File: config.mk
export PLATFORM = sky130hd
export DESIGN_NAME = vadc_top
export DESIGN_NICKNAME = d
export VERILOG_FILES = /design/src/hw/vadc_trig.v /design/src/hw/vadc_top.v
export VERILOG_INCLUDE_DIRS = /design/src /design/src/include
export SDC_FILE = /design/constraint.sdc
export NUM_CORES = 1
export LEC_CHECK = 0
export ABC_CLOCK_PERIOD_IN_PS = 4500
export BUFFER_PORTS_ARGS = -buffer_cell sky130_fd_sc_hd__buf_2
export CAP_MARGIN = 20
export CORE_MARGIN = 2
export CORE_UTILIZATION = 54
export DETAILED_ROUTE_END_ITERATION = 12
export PLACE_DENSITY_LB_ADDON = 0.3
export SYNTH_ARGS = -nofsm -noshare
export SYNTH_HDL_FRONTEND = slang
export SYNTH_SLANG_ARGS = --single-unit
File: constraint.sdc
create_clock -name i_clk -period 4.5 [get_ports i_clk]
set_input_delay 0.225 -clock i_clk [delete_from_list [all_inputs] [get_ports i_clk]]
set_output_delay 0.225 -clock i_clk [all_outputs]
set_load 0.1 [all_outputs]
File: src/include/vadc_defs.vh
// constants shared by the acquisition board host interface
`ifndef VADC_DEFS_VH
`define VADC_DEFS_VH

// clock period
`define VADC_CLK_NS        10

// address modifier codes accepted
`define VADC_AM_A          6'h29
`define VADC_AM_B          6'h2D
`define VADC_AM_C          6'h39
`define VADC_AM_D          6'h3D

// byte offsets inside the board window
`define VADC_OFS_CMD       9'h080
`define VADC_OFS_ID        9'h082
`define VADC_OFS_FLAGCLR   9'h084
`define VADC_OFS_GAIN      9'h086
`define VADC_OFS_CHAN      9'h088
`define VADC_OFS_FINAL     9'h08A
`define VADC_OFS_CONV      9'h08C
`define VADC_OFS_STAT2     9'h08E

// command register fields
`define VADC_CMD_TRIG_EN   0
`define VADC_CMD_CONV_RD   1
`define VADC_CMD_FAST      2
`define VADC_CMD_AUTOINC   3
`define VADC_CMD_RESCAN    4
`define VADC_CMD_EOC_IE    5
`define VADC_CMD_EOS_IE    6

// status register fields
`define VADC_ST_EOC        0
`define VADC_ST_EOS        1
`define VADC_ST_BUSY       2
`define VADC_ST_TRIG_ERR   3

// result coding jumper values
`define VADC_CODE_TWOS     2'b00

// reset values
`define VADC_RST_BYTE      8'h00

// timing
`define VADC_DTACK_STEP_NS 125
`define VADC_TRIG_MIN_NS   100
`define VADC_TRIG_MAX_NS   2000
`define VADC_SETTLE_NS     8000
`define VADC_TRIG_MIN_CYC  ((`VADC_TRIG_MIN_NS + `VADC_CLK_NS - 1) / `VADC_CLK_NS)
`define VADC_TRIG_MAX_CYC  (`VADC_TRIG_MAX_NS / `VADC_CLK_NS)
`define VADC_SETTLE_CYC    ((`VADC_SETTLE_NS + `VADC_CLK_NS - 1) / `VADC_CLK_NS)

`endif

File: src/hw/vadc_trig.v
// external trigger edge detector and pulse width checker
`timescale 1ns/1ps
`default_nettype none
`include "vadc_defs.vh"

module vadc_trig (
  input  wire       i_clk,       // system clock
  input  wire       i_rst_n,     // synchronised reset, active low
  input  wire       i_trig_b,    // trigger pin, active low
  output reg        o_start,     // one cycle on a falling edge
  output reg        o_width_err  // one cycle when a pulse was too short or too long
);

  localparam integer MIN_I   = `VADC_TRIG_MIN_CYC;
  localparam integer MAX_I   = `VADC_TRIG_MAX_CYC;
  localparam [7:0]   MIN_CYC = MIN_I[7:0];
  localparam [7:0]   MAX_CYC = MAX_I[7:0];

  reg       trig_q;
  reg [7:0] width;
  reg       over;

  // falling edge starts a conversion, low time is measured alongside
  always @(posedge i_clk or negedge i_rst_n) begin
    if (!i_rst_n) begin
      trig_q      <= 1'b1;
      width       <= 8'h00;
      over        <= 1'b0;
      o_start     <= 1'b0;
      o_width_err <= 1'b0;
    end else begin
      trig_q      <= i_trig_b;
      o_start     <= trig_q & ~i_trig_b;
      o_width_err <= 1'b0;
      if (trig_q & ~i_trig_b) begin
        width <= 8'h01;
        over  <= 1'b0;
      end else if (~trig_q & ~i_trig_b) begin
        if (width == MAX_CYC) begin
          if (!over) begin
            o_width_err <= 1'b1;
          end
          over <= 1'b1;
        end else begin
          width <= width + 8'h01;
        end
      end else if (~trig_q & i_trig_b) begin
        if (width < MIN_CYC) begin
          o_width_err <= 1'b1;
        end
      end
    end
  end

endmodule // vadc_trig
`default_nettype wire

File: src/hw/vadc_top.v
// host bus slave, interrupter and acquisition control of the converter board
`timescale 1ns/1ps
`default_nettype none
`include "vadc_defs.vh"

module vadc_top (
  input  wire        i_clk,            // 100 MHz clock
  input  wire        i_rst_b,          // reset, active low, asynchronous
  input  wire        i_vme_as_b,       // address strobe
  input  wire        i_vme_ds0_b,      // data strobe, low byte
  input  wire        i_vme_ds1_b,      // data strobe, high byte
  input  wire        i_vme_write_b,    // low for a write
  input  wire [5:0]  i_vme_am,         // address modifier
  input  wire [15:1] i_vme_addr,       // short address lines
  input  wire [15:0] i_vme_data,       // data lines, incoming
  output reg  [15:0] o_vme_data,       // data lines, outgoing
  output wire        o_vme_data_oe,    // high while driving data
  output wire        o_vme_dtack_oe,   // high while pulling acknowledge low
  input  wire        i_vme_iack_b,     // interrupt acknowledge
  input  wire        i_vme_iackin_b,   // daisy chain in
  output wire        o_vme_iackout_b,  // daisy chain out
  output wire [6:0]  o_vme_irq_oe,     // bit k pulls request line k+1 low
  input  wire [6:0]  i_base_sw,        // base address switches, A15..A9
  input  wire [2:0]  i_dtack_sel,      // acknowledge delay jumper
  input  wire [2:0]  i_irq_sel,        // interrupt level jumper, 0 = none
  input  wire [1:0]  i_code_sel,       // result coding jumper
  input  wire        i_ext_trig_b,     // external trigger, active low
  input  wire        i_conv_eoc,       // converter end of conversion, high = done
  input  wire [15:0] i_conv_data,      // converter result, offset binary
  output reg         o_conv_start,     // one cycle convert command
  output wire [7:0]  o_chan,           // channel select
  output wire [2:0]  o_gain_sel,       // amplifier gain code
  output wire [1:0]  o_dout,           // general purpose outputs
  output wire        o_conv_done,      // conversion done flag
  output wire        o_scan_done,      // scan done flag
  output wire        o_settling,       // settling delay active
  output wire        o_ext_trig        // trigger exported, active high
);

  localparam [4:0] V_IDLE = 5'b00001;
  localparam [4:0] V_DLY  = 5'b00010;
  localparam [4:0] V_HOLD = 5'b00100;
  localparam [4:0] V_ACK  = 5'b01000;
  localparam [4:0] V_PASS = 5'b10000;
  localparam [2:0] A_IDLE   = 3'b001;
  localparam [2:0] A_SETTLE = 3'b010;
  localparam [2:0] A_CONV   = 3'b100;
  localparam integer SETTLE_I  = `VADC_SETTLE_CYC;
  localparam [9:0] SETTLE_CYC  = SETTLE_I[9:0];
  // byte offsets kept at their own width, word index cut from them
  localparam [8:0] O_CMD     = `VADC_OFS_CMD;
  localparam [8:0] O_ID      = `VADC_OFS_ID;
  localparam [8:0] O_FLAGCLR = `VADC_OFS_FLAGCLR;
  localparam [8:0] O_GAIN    = `VADC_OFS_GAIN;
  localparam [8:0] O_CHAN    = `VADC_OFS_CHAN;
  localparam [8:0] O_FINAL   = `VADC_OFS_FINAL;
  localparam [8:0] O_CONV    = `VADC_OFS_CONV;
  localparam [8:0] O_STAT2   = `VADC_OFS_STAT2;
  localparam [7:0] W_CMD     = O_CMD[8:1];
  localparam [7:0] W_ID      = O_ID[8:1];
  localparam [7:0] W_FLAGCLR = O_FLAGCLR[8:1];
  localparam [7:0] W_GAIN    = O_GAIN[8:1];
  localparam [7:0] W_CHAN    = O_CHAN[8:1];
  localparam [7:0] W_FINAL   = O_FINAL[8:1];
  localparam [7:0] W_CONV    = O_CONV[8:1];
  localparam [7:0] W_STAT2   = O_STAT2[8:1];

  reg        rst_m;
  reg        rst_n;
  reg [4:0]  vstate;
  reg [7:0]  vcnt;
  reg [7:0]  aword;
  reg        awrite;
  reg        aiack;
  reg [7:0]  vec;
  reg [7:0]  cmd;
  reg [7:0]  int_id;
  reg [7:0]  gain;
  reg [7:0]  start_chan;
  reg [7:0]  final_chan;
  reg [7:0]  cur_chan;
  reg [15:0] result;
  reg        eoc_flag;
  reg        eos_flag;
  reg        trig_err;
  reg [2:0]  astate;
  reg [9:0]  acnt;
  reg        eoc_q;
  reg        wr_flagclr;
  reg        wr_chan;
  reg        wr_conv;
  reg        rd_take;
  reg [15:0] next_rdata;
  wire       trig_start;
  wire       trig_werr;
  wire       am_ok;
  wire       board_sel;
  wire       iack_sel;
  wire       irq_pend;
  wire       eos_vec;
  wire       acq_busy;
  wire       start_req;
  wire       conv_fin;
  wire [31:0] dly_ns;
  wire [31:0] dly_cyc;

  // reset release through two flip-flops
  always @(posedge i_clk or negedge i_rst_b) begin
    if (!i_rst_b) begin
      rst_m <= 1'b0;
      rst_n <= 1'b0;
    end else begin
      rst_m <= 1'b1;
      rst_n <= rst_m;
    end
  end

  // trigger edge and width checking
  vadc_trig u_trig (
    .i_clk       (i_clk),
    .i_rst_n     (rst_n),
    .i_trig_b    (i_ext_trig_b),
    .o_start     (trig_start),
    .o_width_err (trig_werr)
  );

  // cycle qualification from strobes, modifier and address
  assign am_ok = (i_vme_am == `VADC_AM_A) | (i_vme_am == `VADC_AM_B) |
                 (i_vme_am == `VADC_AM_C) | (i_vme_am == `VADC_AM_D);
  assign board_sel = ~i_vme_as_b & (~i_vme_ds0_b | ~i_vme_ds1_b) & i_vme_iack_b & am_ok &
                     (i_vme_addr[15:9] == i_base_sw);
  assign iack_sel = ~i_vme_as_b & ~i_vme_ds0_b & ~i_vme_iack_b & ~i_vme_iackin_b;

  // interrupt request and vector choice
  assign irq_pend = (eoc_flag & cmd[`VADC_CMD_EOC_IE]) | (eos_flag & cmd[`VADC_CMD_EOS_IE]);
  assign eos_vec = eos_flag & cmd[`VADC_CMD_EOS_IE] & cmd[`VADC_CMD_EOC_IE] & cmd[`VADC_CMD_AUTOINC];
  genvar lv;
  generate
    for (lv = 0; lv < 7; lv = lv + 1) begin : g_irq
      assign o_vme_irq_oe[lv] = irq_pend & ({29'h0000_0000, i_irq_sel} == lv + 1);
    end
  endgenerate

  // acknowledge delay in whole cycles, rounded up
  assign dly_ns  = ({29'h0000_0000, i_dtack_sel} + 32'h0000_0001) * `VADC_DTACK_STEP_NS;
  assign dly_cyc = (dly_ns + `VADC_CLK_NS - 1) / `VADC_CLK_NS;

  // read data selection
  always @* begin
    next_rdata = 16'h0000;
    case (aword)
      W_CMD, W_STAT2: next_rdata = {cmd, 4'h0, trig_err, acq_busy, eos_flag, eoc_flag};
      W_CHAN:         next_rdata = {8'h00, cur_chan};
      W_CONV:         next_rdata = result;
      default:        next_rdata = 16'h0000;
    endcase
  end

  // bus cycle state machine
  always @(posedge i_clk or negedge rst_n) begin
    if (!rst_n) begin
      vstate     <= V_IDLE;
      vcnt       <= 8'h00;
      aword      <= 8'h00;
      awrite     <= 1'b0;
      aiack      <= 1'b0;
      vec        <= 8'h00;
      o_vme_data <= 16'h0000;
      cmd        <= `VADC_RST_BYTE;
      int_id     <= `VADC_RST_BYTE;
      gain       <= `VADC_RST_BYTE;
      start_chan <= `VADC_RST_BYTE;
      final_chan <= `VADC_RST_BYTE;
      wr_flagclr <= 1'b0;
      wr_chan    <= 1'b0;
      wr_conv    <= 1'b0;
      rd_take    <= 1'b0;
    end else begin
      wr_flagclr <= 1'b0;
      wr_chan    <= 1'b0;
      wr_conv    <= 1'b0;
      rd_take    <= 1'b0;
      case (vstate)
        V_IDLE: begin
          if (board_sel) begin
            aword  <= i_vme_addr[8:1];
            awrite <= ~i_vme_write_b;
            aiack  <= 1'b0;
            vcnt   <= dly_cyc[7:0];
            vstate <= V_DLY;
            if (~i_vme_write_b & ~i_vme_ds0_b) begin
              case (i_vme_addr[8:1])
                W_CMD:     cmd <= i_vme_data[7:0];
                W_ID:      int_id <= i_vme_data[7:0];
                W_FLAGCLR: wr_flagclr <= 1'b1;
                W_GAIN:    gain <= i_vme_data[7:0];
                W_CHAN: begin
                  start_chan <= i_vme_data[7:0];
                  wr_chan    <= 1'b1;
                end
                W_FINAL:   final_chan <= i_vme_data[7:0];
                W_CONV:    wr_conv <= 1'b1;
                default:   wr_conv <= 1'b0;
              endcase
            end
          end else if (iack_sel) begin
            if (irq_pend & (i_irq_sel != 3'b000) & (i_vme_addr[3:1] == i_irq_sel)) begin
              aiack  <= 1'b1;
              awrite <= 1'b0;
              vec    <= eos_vec ? int_id + 8'h01 : int_id;
              vcnt   <= dly_cyc[7:0];
              vstate <= V_DLY;
            end else begin
              vstate <= V_PASS;
            end
          end
        end
        V_DLY: begin
          if (vcnt <= 8'h01) begin
            if (~aiack & ~awrite & (aword == W_CONV) & cmd[`VADC_CMD_FAST] & acq_busy) begin
              vstate <= V_HOLD;
            end else begin
              o_vme_data <= aiack ? {8'h00, vec} : next_rdata;
              rd_take    <= ~aiack & ~awrite & (aword == W_CONV);
              vstate     <= V_ACK;
            end
          end else begin
            vcnt <= vcnt - 8'h01;
          end
        end
        V_HOLD: begin
          if (!acq_busy) begin
            o_vme_data <= next_rdata;
            rd_take    <= 1'b1;
            vstate     <= V_ACK;
          end
        end
        V_ACK: begin
          if (i_vme_ds0_b & i_vme_ds1_b) begin
            vstate <= V_IDLE;
          end
        end
        V_PASS: begin
          if (i_vme_as_b) begin
            vstate <= V_IDLE;
          end
        end
        default: vstate <= V_IDLE;
      endcase
    end
  end

  // open drain style bus outputs
  assign o_vme_dtack_oe  = (vstate == V_ACK);
  assign o_vme_data_oe   = (vstate == V_ACK) & ~awrite;
  assign o_vme_iackout_b = ~((vstate == V_PASS) & ~i_vme_iackin_b);

  // conversion start sources
  assign start_req = wr_conv | (trig_start & cmd[`VADC_CMD_TRIG_EN]) |
                     (rd_take & cmd[`VADC_CMD_CONV_RD]);
  assign acq_busy  = (astate != A_IDLE);
  assign conv_fin  = (astate == A_CONV) & ~eoc_q & i_conv_eoc;

  // settling, conversion, channel stepping and done flags
  always @(posedge i_clk or negedge rst_n) begin
    if (!rst_n) begin
      astate       <= A_IDLE;
      acnt         <= 10'h000;
      eoc_q        <= 1'b1;
      cur_chan     <= `VADC_RST_BYTE;
      result       <= 16'h0000;
      eoc_flag     <= 1'b0;
      eos_flag     <= 1'b0;
      trig_err     <= 1'b0;
      o_conv_start <= 1'b0;
    end else begin
      eoc_q        <= i_conv_eoc;
      o_conv_start <= 1'b0;
      case (astate)
        A_IDLE: begin
          if (start_req) begin
            acnt   <= SETTLE_CYC;
            astate <= A_SETTLE;
          end
        end
        A_SETTLE: begin
          if (acnt <= 10'h001) begin
            o_conv_start <= 1'b1;
            astate       <= A_CONV;
          end else begin
            acnt <= acnt - 10'h001;
          end
        end
        A_CONV: begin
          if (conv_fin) begin
            astate <= A_IDLE;
          end
        end
        default: astate <= A_IDLE;
      endcase
      if (conv_fin) begin
        // two's complement from offset binary by inverting the sign bit
        result <= (i_code_sel == `VADC_CODE_TWOS) ? {~i_conv_data[15], i_conv_data[14:0]}
                                                   : i_conv_data;
      end
      if (wr_chan) begin
        cur_chan <= start_chan;
      end else if (conv_fin & cmd[`VADC_CMD_AUTOINC]) begin
        if (cur_chan == final_chan) begin
          cur_chan <= cmd[`VADC_CMD_RESCAN] ? start_chan : cur_chan;
        end else begin
          cur_chan <= cur_chan + 8'h01;
        end
      end
      // a completion in the clearing cycle keeps its flag
      if (conv_fin) begin
        eoc_flag <= 1'b1;
      end else if (wr_flagclr | start_req) begin
        eoc_flag <= 1'b0;
      end
      if (conv_fin & (cur_chan == final_chan)) begin
        eos_flag <= 1'b1;
      end else if (wr_flagclr | wr_chan) begin
        eos_flag <= 1'b0;
      end
      if (trig_werr) begin
        trig_err <= 1'b1;
      end else if (wr_flagclr) begin
        trig_err <= 1'b0;
      end
    end
  end

  // expansion connector and amplifier controls
  assign o_chan      = cur_chan;
  assign o_gain_sel  = gain[2:0];
  assign o_dout      = gain[7:6];
  assign o_conv_done = eoc_flag;
  assign o_scan_done = eos_flag;
  assign o_settling  = (astate == A_SETTLE);
  assign o_ext_trig  = ~i_ext_trig_b;

endmodule // vadc_top
`default_nettype wire

======== Yosys cells after proc, flatten, opt, wreduce, memory -nomap -nowiden ========
Index checks and enable logic that the tools add are counted.
word-level totals
  bits in registers ....................... 147
  bits of input ports ..................... 78
  output and inout bits ................... 44
  word-level logic and storage cells ...... 259
cells by class
  add/sub/neg operators ................... 8
  multiply operators ...................... 1
  div/mod/pow operators ................... 1
  order comparisons ....................... 3
  equality and inequality tests ........... 49
  multiplexer cells ....................... 75
  bitwise logic cells ..................... 60
  reductions and logical operators ........ 30
operator list
  operator                 count
  $mux W8                  12
  $eq A8 B7 Y1 const B     11
  $mux W16                 5
  $pmux W16 S3             1
  $mux W1                  38
  $and A1 B1 Y1            37
  $mux W5                  7
  $div A32 B4 Y32 const B  1
  $pmux W16 S2             1
  $reduce_and A4 Y1        8
  $pmux W5 S5              1
  $add A8 B1 Y8 const B    3
  $eq A6 B6 Y1 const B     4
  $reduce_bool A2 Y1       11
  $mux W10                 2
  $pmux W10 S2             1
  $ne A2 B2 Y1 const B     8
  $pmux W8 S2              1
  $eq A3 B3 Y1 const B     5
  $not A1 Y1               14
  $sub A12 B1 Y13 const B  1
  $add A11 B4 Y12 const B  1
  $mul A4 B7 Y11 const B   1
  $le A10 B1 Y1 const B    1
  other kinds (30)         52

======== Depth between registers and ports, before layout ========
Gate-level depths: netlist of run 1.
  word-level depth ........................ 9
  mapped depth ............................ 38
  mapped depth without buffers ............ 31

======== Hierarchy ========
From an unflattened synthesis of run 1, not the netlist that was laid out.
unflattened totals
  cells, all modules ...................... 1070
  area, all modules ....................... 9857.0 um^2
modules (own cells, without submodules)
  module     times used  cells an instance  area an instance (um^2)  seq. area each (um^2)
  vadc_top   1           1002               9213.8                   3306.9
  vadc_trig  1           68                 643.1                    301.5

======== Worst setup path after synthesis of run 1 ========
Ideal clock, no wire load.
  path kind ............................... input to register
  start ................................... in i_dtack_sel[0]
  end ..................................... reg vcnt[1]
  setup time .............................. 0.140 ns
  data arrival time ....................... 7.994 ns
  data required time ...................... 4.360 ns
  path slack .............................. -3.634 ns
  cell stages on the path ................. 34
  buffers on the path ..................... 3
  cells stage by stage .................... buf_2 > inv_1 > ha_1 > inv_1 > ha_1 > or2_2 > inv_1 > fa_1 > ha_1 > ha_1 > clkbuf_1 > inv_1 > nor3b_1 > o21ai_0 > nand2_1 > nand2_1 > ha_1 > or2_2 > o32ai_2 > o22ai_4 > or4_4 > buf_6 > mux2i_4 > nor4_4 > or4_1 > o21ai_0 > nor4_2 > o41ai_4 > o211ai_1 > a21o_1 > a311oi_2 > o211ai_2 > o31ai_1 > o22ai_1
on the way
  word-level cells in the longest chain between the ends .. 9
ends and longest elaborated chain
  what                                line            RTL
  start, declared                     vadc_top.v:24   input wire [2:0] i_dtack_sel,
  $add A3 B1 Y4 *                     vadc_top.v:145  assign dly_ns = ({29'h0000_0000, i_dtack_sel} + 32'h0000_0001) * `VADC_DTACK_STEP_NS;
  $mul A4 B7 Y11 (no source line) *   --
  $add A11 B4 Y12 (no source line) *  --
  $sub A12 B1 Y13 *                   vadc_top.v:146  assign dly_cyc = (dly_ns + `VADC_CLK_NS - 1) / `VADC_CLK_NS;
  $div A32 B4 Y32 (no source line) *  --
  $mux W8                             vadc_top.v:207  if (irq_pend & (i_irq_sel != 3'b000) & (i_vme_addr[3:1] == i_irq_sel)) begin
  $mux W8                             vadc_top.v:206  end else if (iack_sel) begin
  $mux W8 *                           vadc_top.v:185  if (board_sel) begin
  $pmux W8 S2 *                       vadc_top.v:183  case (vstate)
  end signal, assigned                vadc_top.v:189  vcnt <= dly_cyc[7:0];
  end signal, assigned                vadc_top.v:211  vcnt <= dly_cyc[7:0];
  end signal, assigned                vadc_top.v:228  vcnt <= vcnt - 8'h01;
  end, declared                       vadc_top.v:71   reg [7:0] vcnt;
Mark *: on every way between the ends. The rest lies on a longest branch, timed or not. The select of a mux whose other input is x is not followed.
A chain may end at the register's enable or synchronous reset.

======== Worst setup path after layout of run 1 ========
  start ................................... in i_dtack_sel[1]
  end ..................................... reg vcnt[1]
The elaborated chain is that of the path after synthesis.

==> results of run 1 <==
[path summary, 6_finish.rpt]
check / cells past startpoint / slack (ns) / endpoint / from
max: 33 / -2.68 / vcnt[1] / i_dtack_sel[1]
min: 2 / 0.03 / result[4] / i_conv_data[4]
max reg2reg: 9 / 1.20 / vcnt[1] / o_scan_done
min reg2reg: 0 / 0.32 / gain[1] / rst_n
max in group asynchronous: 2 / 3.10 / astate[0] / rst_n
min in group asynchronous: 2 / 0.10 / rst_n / i_rst_b
[final cells by class]
class / count / area, um^2
tap: 229 / 287
inverter: 49 / 190
clock buffer: 18 / 439
sequential: 144 / 3610
fill: 1235 / 4490
timing repair buffer: 330 / 2300
antenna: 1 / 2.50
clock inverter: 14 / 168
multi-input combinational: 839 / 6540
[layout by cell type (no fill, tap or decap), types with 10 or more instances in the layout]
| cell | Yosys | layout |
|---|---|---|
| a22oi_1 | 12 | 12 |
| buf_2 | 4 | 110 |
| mux2i_1 | 11 | 11 |
| a31oi_1 | 19 | 14 |
| o21ai_0 | 62 | 51 |
| buf_6 | 6 | 11 |
| xnor2_1 | 37 | 35 |
| buf_4 | 1 | 202 |
| nand2b_1 | 17 | 17 |
| nor2_1 | 76 | 74 |
| a21oi_1 | 61 | 53 |
| nand2_1 | 90 | 86 |
| or3_1 | 19 | 16 |
| xor2_1 | 15 | 14 |
| nand3_1 | 39 | 37 |
| o211ai_1 | 11 | 11 |
| a21o_1 | 14 | 14 |
| clkbuf_16 | 0 | 17 |
| dfrtp_1 | 140 | 139 |
| nor3_1 | 30 | 29 |
| and2_1 | 12 | 11 |
| and3_1 | 16 | 11 |
| mux2_2 | 69 | 67 |
| inv_1 | 48 | 42 |
| ha_4 | 0 | 10 |
| ha_1 | 36 | 26 |
[flip-flops by register name, summed over array words and instances (netlist names), 8 cells and up]
name          count
int_id            8
o_chan            8
aword             8
final_chan        8
cmd               8
vec               8
acnt             10
result           16
o_vme_data       16
u_trig.width      8
vcnt              8
start_chan        8
[critical path: cells and delay by family]
| family | cells | cell delay [ns] |
|---|---|---|
| XOR/XNOR | 2 | 0.41 |
| AND/OR/NAND/NOR | 7 | 1.84 |
| multiplexers | 1 | 0.32 |
| adder cells (fa/ha/maj) | 7 | 1.69 |
| buffers and inverters | 3 | 0.39 |
| AO/OA/AOI/OAI | 13 | 2.58 |
[metrics by stage]
step                       util  TNS, ns  area [um^2]
after floorplan               -   -12.00        10200
after global placement    0.677   -13.11        12200
after detailed placement  0.677   -13.81        12200
after CTS                 0.726    -9.52        13100
after global routing      0.751   -11.15        13500
final                     0.751    -9.97        13500
[power by group]
part / switching [uW] / total [uW] / internal, uW
registers: 42.5 / 1370 / 1330
clock network: 596 / 1450 / 850
logic: 3460 / 7030 / 3570
[per-layer routing]
layer / GRT usage / wire length [um] / up-vias
met5: 0 / 0 / -
met2: 0.508 / 14600 / 438
met1: 0.393 / 12500 / 4761
met4: 0.102 / 830 / 0
met3: 0.0499 / 1960 / 72
li1: - / - / 4591
[logic make-up after synthesis]
| kind of cell | count (synthesis) | synth area share |
|---|---|---|
| simple gates | 379 | 0.199 |
| compound gates | 283 | 0.200 |
| flops | 144 | 0.363 |
| buf+inv | 97 | 0.0420 |
| mux | 81 | 0.0914 |
| xor+xnor | 54 | 0.0498 |
| fa+ha+maj | 41 | 0.0545 |
| other cells | 1 | 0.000377 |
[synthesized netlist by cell type, types with 17 or more instances]
library cell / instances / area share
dfrtp_1: 140 / 0.35
nand2_1: 90 / 0.034
nor2_1: 76 / 0.029
mux2_2: 69 / 0.078
o21ai_0: 62 / 0.031
a21oi_1: 61 / 0.031
inv_1: 48 / 0.018
nand3_1: 39 / 0.020
xnor2_1: 37 / 0.033
clkbuf_1: 36 / 0.014
ha_1: 36 / 0.045
nor3_1: 30 / 0.015
a31oi_1: 19 / 0.012
or3_1: 19 / 0.012
nand2b_1: 17 / 0.011
[what timing repair did]
item                                   in CTS  in global routing
setup endpoints to repair                   6                  6
pin swaps                                  20                 60
hold buffers                                3                  0
gates cloned                                1                  0
buffers inserted                           13                 18
endpoints found under the hold margin       4                  0
resized for setup                          39                 70
==> flow_metrics.tcl, run 1 <==
set metrics [dict create \
    violations "negative setup slack" \
    yosysWarnings 0 \
    synth_seq_cells 144 \
    cts.htree.levels 4 \
    wire_per_inst_um 18.4 \
    clkTransAtPathRegs_ns 0.06 \
    netlist_instances 1080 \
    setup_slack_ns -2.68 \
    power_density_nw_per_um2 728 \
    clockBufferDepth 2 \
    status "complete, but fails checks" \
    grt_max_degree 85 \
    drive_gt1_frac 0.397 \
    critPathSlowestCell "or4_4" \
    min_period_ns 7.18 \
    drcViolationCount 0 \
    vias 9862 \
    dp.cells 1560 \
    clock.fmax_mhz 139 \
    pre_cts_ws_ns -3.40 \
    timing.slew.headroom 0.322 \
    place.port_buffers 111 \
    die-area_um2 19500 \
    finalSetupViolations 6 \
    io_pins 122 \
    layout.cells.non_filler 1624 \
    drv_cap 0 \
    die_x_um 140 \
    synth_area_per_cell_um2 9.21 \
    postRouteWirelength_um 29900 \
    final_nets 1499 \
    ir_worst_vdd_mv 0.526 \
    die_y_um 140 \
    grt_pass1_wl_um 48000 \
    arrival_ns 7.48 \
    rsz0062_at_grt "true" \
    cts.sinks 144 \
    yosysUniqueCellTypes 97 \
    dpl.hpwl_um 21400 \
    start_util 0.552 \
    numCtsBuffers 17 \
    synthesis.nets 1198 \
    ys_seq_area_frac 0.363 \
    routed_via_density 6.07 \
    start_kind "primary input" \
    cts_tree "done" \
    finClkSkew_ns 0.0124 \
    synth-edff-count 0 \
    grt.total_usage 0.300 \
    min_path_type "primary input to flop" \
    critPathMostFrequentCell "ha_4" \
    p_leak_uw 0.00639 \
    synthArstFlopShare 1.00 \
    finalCritPeriodShare 1.60 \
    cp_max_fo 6 \
    gp_congestion 0.942 \
    critical_path_required_ns 4.80 \
    first_pass_iters 6 \
    hold_slack_ns 0.0257 \
    rows 49 \
    hold_viol 0 \
    core_um2 18000 \
    crit_path_end_kind "flop" \
    clk_latency_ns 0.43 \
    slowest_delay_ns 0.56 \
    antenna_found_initial 1 \
    gr-total-overflow 0 \
    cts_root_buf "clkbuf_16" \
    syn_area_um2 9950 \
    power_uw 9850 \
    synthToLayoutAreaGrowth_pct 36.0 \
    grt_pass1_vias 9570 \
    ys.flop_type "dfrtp_1" \
    drt_iter0_markers 798 \
    crit_type "primary input to flop" \
    worst_slew_pin_slew_ns 1.02 \
    slew_violations 0 \
    ant_nets 0 \
]
Note: power is estimated with default switching activity, not from simulation.
==> run 2, diff against run 1 <==
CELL_PAD_IN_SITES_DETAIL_PLACEMENT = 1   (was default)
CELL_PAD_IN_SITES_GLOBAL_PLACEMENT = 2   (was default)
CORE_UTILIZATION = 33   (was 54)
==> flow_metrics.tcl, run 2 (synthesis gave the netlist of run 1 again) <==
set metrics [dict create \
    status "complete, but fails checks" \
    violations "negative setup slack" \
    seqPwrFrac 0.134 \
    clockBufferDepth 2 \
    grt_max_degree 82 \
    clk_latency_ns 0.42 \
    slowest_delay_ns 0.48 \
    drt_iter0_markers 503 \
    r2r-start "o_scan_done" \
    whs_endpoint "awrite" \
    clock.fmax_mhz 141 \
    finClkSkew_ns 0.0114 \
    most-common-layout-cells "209 x buf_4, 139 x dfrtp_1, 109 x buf_2, 86 x nand2_1, 75 x nor2_1" \
    rsz0062_at_grt "true" \
    drv_cap 0 \
    hold_slack_ns 0.0313 \
    rows 63 \
    min_period_ns 7.09 \
    timing.rr.end "vcnt[1]" \
    worst_slew_pin_slew_ns 0.839 \
    final_nets 1511 \
    io_pins 122 \
    clkTransAtPathRegs_ns 0.06 \
    critPathSlowestCell "or4_4" \
    start_kind "primary input" \
    cts.sinks 144 \
    dp.cells 1721 \
    critical_path_required_ns 4.79 \
    power_density_nw_per_um2 743 \
    intPower_uw 5940 \
    die_y_um 178 \
    cts_root_buf "clkbuf_16" \
    hold_depth 2 \
    cts.htree.levels 4 \
    grt_pass1_vias 9944 \
    tns_ns -9.26 \
    arrival_ns 7.37 \
    ir_worst_vdd_mv 0.451 \
    switching_share 0.423 \
    ant_nets 0 \
    crit_type "primary input to flop" \
    place.port_buffers 111 \
    routed_via_density 5.33 \
    pwr-share-clk 0.145 \
    numCtsBuffers 17 \
    synthToLayoutAreaGrowth_pct 39.3 \
    vias 9577 \
    p_comb_frac 0.722 \
    gp_congestion 0.854 \
    drcViolationCount 0 \
    reg_top3 "o_vme_data: 16 flops, result: 16 flops, acnt: 10 flops" \
    p_leak_uw 0.00647 \
    layout.cells.non_filler 1797 \
    hold_viol 0 \
    finalCritPeriodShare 1.57 \
    net-switching-power_uw 4350 \
    final_common_cell "buf_4" \
    grt_pass1_wl_um 53500 \
    dpl.hpwl_um 25000 \
    die-area_um2 31500 \
    crit_path_end_kind "flop" \
    ff2ff_setup_slack_ns 1.28 \
    critPathMostFrequentCell "ha_4" \
    finalSetupViolations 6 \
    postRouteWirelength_um 33400 \
    drive_gt1_frac 0.397 \
    first_pass_iters 4 \
    cts_tree "done" \
    holdCritStartpoint "i_vme_write_b" \
    final_util 0.467 \
    wire_per_inst_um 18.6 \
    slew_violations 0 \
    start_util 0.336 \
    cp_max_fo 4 \
    grt.total_usage 0.215 \
    setup_slack_ns -2.59 \
    min_path_type "primary input to flop" \
    core_um2 29600 \
    antenna_found_initial 1 \
    timing.slew.headroom 0.436 \
    die_x_um 178 \
    gr-total-overflow 0 \
    r2r_cells 8 \
]
## run 2: per-layer routing
metal	up-vias	track usage	routed length [um]	part of all wire
met5	-	0	0	0
met2	147	0.368	16500	0.49
met4	0	0.0454	433	0.013
met1	4788	0.292	15600	0.47
li1	4608	-	-	-
met3	34	0.0244	837	0.025
## run 2: critical path: cells and delay by family
family	cells	cell delay, ns
xor gates and xnor gates	2	0.24
and+or+nand+nor	8	1.74
buffers and inverters	8	1.10
adders and majority gates	7	1.68
AOI/OAI and AO/OA	12	2.40
## run 2: worst max-delay path by stage
| stage | start | to | depth (start not counted) |
|---|---|---|---|
| after floorplan | i_dtack_sel[0] | vcnt[1] | 36 |
| after detailed placement | i_dtack_sel[1] | vcnt[1] | 32 |
| after global placement | i_dtack_sel[1] | vcnt[1] | 33 |
| after CTS | i_dtack_sel[1] | vcnt[1] | 35 |
| final | i_dtack_sel[1] | vcnt[1] | 37 |
| after global routing | i_dtack_sel[1] | vcnt[1] | 37 |
## run 2: area by class of cell
| cell class | count | area (um^2) |
|---|---|---|
| fill | 3464 | 15800 |
| multi-input combinational | 839 | 6540 |
| sequential | 144 | 3610 |
| timing repair buffer | 342 | 2410 |
| tap | 390 | 488 |
| clock buffer | 17 | 425 |
| inverter | 49 | 190 |
| clock inverter | 15 | 186 |
| antenna | 1 | 2.50 |
## run 2: repair_timing
item                                   4_1_cts  5_1_grt
buffers inserted                            30       12
hold buffers                                 3        0
pin swaps                                   51       31
gates resized for setup                     76       29
setup endpoints to repair                    6        6
endpoints found under the hold margin        4        0
## run 2: power by group through the flow
stage          logic (uW)  clock network, uW  registers, uW
2_1_floorplan        3400                  0           1390
3_3_place_gp         5750                  0           1400
3_5_place_dp         5840                  0           1400
4_1_cts              6820               1520           1370
5_1_grt              7950               1570           1380
6_report             7420               1490           1370
## run 2: metrics by stage
stage          instance area [um^2]  setup slack, ns  power, uW
3_3_place_gp                  12400            -3.19       7150
4_1_cts                       13600            -2.54       9710
2_1_floorplan                 10200            -3.06       4790
3_5_place_dp                  12400            -3.54       7240
6_report                      13900            -2.59      10300
5_1_grt                       13900            -2.84      10900
==> run 3, diff against run 2 <==
BUFFER_PORTS_ARGS = default   (was -buffer_cell sky130_fd_sc_hd__buf_2)
CORE_UTILIZATION = 36   (was 33)
DONT_BUFFER_PORTS = 1   (was default)
PLACE_DENSITY = 0.81   (was default)
PLACE_DENSITY_LB_ADDON = default   (was 0.3)
RECOVER_POWER = 100   (was default)
==> flow_metrics.tcl, run 3 (synthesis gave the netlist of run 1 again) <==
set metrics [dict create \
    cts.sinks 144 \
    grt.total_usage 0.263 \
    cts.htree.levels 4 \
    final_common_cell "buf_4" \
    wire_per_inst_um 22.5 \
    critical_path_required_ns 4.80 \
    finalSetupViolations 6 \
    start_kind "primary input" \
    ant_nets 0 \
    multi_input_area_um2 6650 \
    crit_path_end_kind "flop" \
    routed_via_density 5.85 \
    violations "max-capacitance violations, max-slew violations, negative setup slack" \
    grt_pass1_wl_um 59400 \
    dpl.hpwl_um 24400 \
    gr-total-overflow 0 \
    status "complete, but fails checks" \
    drive_gt1_frac 0.345 \
    slowest_delay_ns 0.47 \
    switching_share 0.449 \
    cp_max_fo 11 \
    rows 60 \
    antenna_found_initial 0 \
    tns_ns -13.39 \
    p_comb_frac 0.744 \
    synthToLayoutAreaGrowth_pct 40.6 \
    min_path_type "primary input to flop" \
    most-common-layout-cells "195 x buf_4, 139 x dfrtp_1, 84 x nand2_1, 73 x nor2_1, 66 x mux2_2" \
    clock.fmax_mhz 135 \
    clkTransAtPathRegs_ns 0.07 \
    drcViolationCount 0 \
    die_x_um 170 \
    io_pins 122 \
    n_antenna_cell 0 \
    finalCritPeriodShare 1.64 \
    rsz0062_at_grt "true" \
    arrival_ns 7.69 \
    cts_tree "done" \
    slew_violations 170 \
    seqPwrFrac 0.124 \
    p_leak_uw 0.00628 \
    final_util 0.518 \
    worst_slew_pin_slew_ns 3.51 \
    ir_worst_vdd_mv 0.497 \
    reg_top3 "o_vme_data: 16 flops, result: 16 flops, acnt: 10 flops" \
    power_density_nw_per_um2 787 \
    first_pass_iters 5 \
    die-area_um2 29000 \
    grt_pass1_vias 10600 \
    nFillCells 3047 \
    start_util 0.368 \
    place.port_buffers 0 \
    intPower_uw 6070 \
    clk_latency_ns 0.44 \
    finClkSkew_ns 0.0118 \
    net-switching-power_uw 4940 \
    min_period_ns 7.40 \
    postRouteWirelength_um 38300 \
    die_y_um 170 \
    timing.slew.headroom -1.34 \
    final_nets 1468 \
    pre_cts_ws_ns -3.40 \
    vias 9967 \
    critPathMostFrequentCell "ha_4" \
    hold_viol 0 \
    drt_iter0_markers 616 \
    seq_area_um2 3610 \
    setup_slack_ns -2.90 \
    gp_congestion 0.906 \
    clockBufferDepth 2 \
    numCtsBuffers 17 \
    grt_max_degree 143 \
    core_um2 27000 \
    critPathSlowestCell "fa_2" \
    drv_cap 12 \
    cts_root_buf "clkbuf_16" \
    pwr-share-clk 0.132 \
    crit_type "primary input to flop" \
]
run 3: cell count changes in the layout (fill, tap and decap cells not counted), sizes merged:
cell | previous run | this run
clkbuf | 17 | 37
diode | 1 | 0
buf | 339 | 241
bufinv | 2 | 1
dlygate4sd3 | 3 | 39
run 3: critical path: cells and delay by family:
family,cells,cell delay [ns]
buffers and inverters,8,1.15
AO/OA/AOI/OAI,11,2.39
multiplexers,1,0.33
AND/OR/NAND/NOR,9,1.48
adder cells (fa/ha/maj),7,1.76
XOR/XNOR,2,0.34
run 3: through the flow:
stage	total power [uW]	instances	hold WS, ns	cell area (um^2)
after detailed placement	7190	1563	-0.0705	11900
after global routing	11500	1704	0.0208	14000
after floorplan	4790	1080	-0.0706	10200
after global placement	7040	1563	-0.0705	11900
after CTS	10100	1692	0.00197	13800
final	11000	1704	0.0173	14000
run 3: path summary, 6_finish.rpt:
kind	from	slack, ns	to	cells past startpoint
worst min-delay path	i_conv_data[15]	0.02	result[15]	2
max in group asynchronous	rst_n	0.87	u_trig.width[4]	1
worst min register to register	rst_m	0.37	rst_n	0
worst max-delay path	i_dtack_sel[0]	-2.90	vcnt[1]	38
min in group asynchronous	i_rst_b	0.55	rst_m	2
worst max register to register	cmd[5]	0.47	vcnt[1]	9
run 3: timing repair:
item / 4_1_cts / 5_1_grt
setup buffers: 63 / 11
resized for setup: 119 / 35
cloned: 0 / 0
setup endpoints to repair: 6 / 6
pin swaps: 62 / 27
hold endpoints to repair: 70 / 2
hold buffers: 38 / 1
run 3: layout make-up:
class,count,share of cell area
multi-input combinational,839,0.476
sequential,144,0.258
timing repair buffer,299,0.179
clock buffer,18,0.0314
tap,341,0.0305
inverter,49,0.0136
clock inverter,14,0.0114
run 3: power by group through the flow:
stage          combinational (uW)  clock, uW  sequential (uW)
2_1_floorplan                3400          0             1390
5_1_grt                      8580       1530             1370
4_1_cts                      7230       1470             1360
3_5_place_dp                 5800          0             1390
6_report                     8200       1450             1360
3_3_place_gp                 5660          0             1390
run 3: per-layer routing:
metal / track usage / part of all wire / vias up
met3: 0.0514 / 0.046 / 81
met5: 0 / 0 / -
li1: - / - / 4531
met1: 0.325 / 0.42 / 5048
met4: 0.0743 / 0.025 / 0
met2: 0.464 / 0.51 / 307
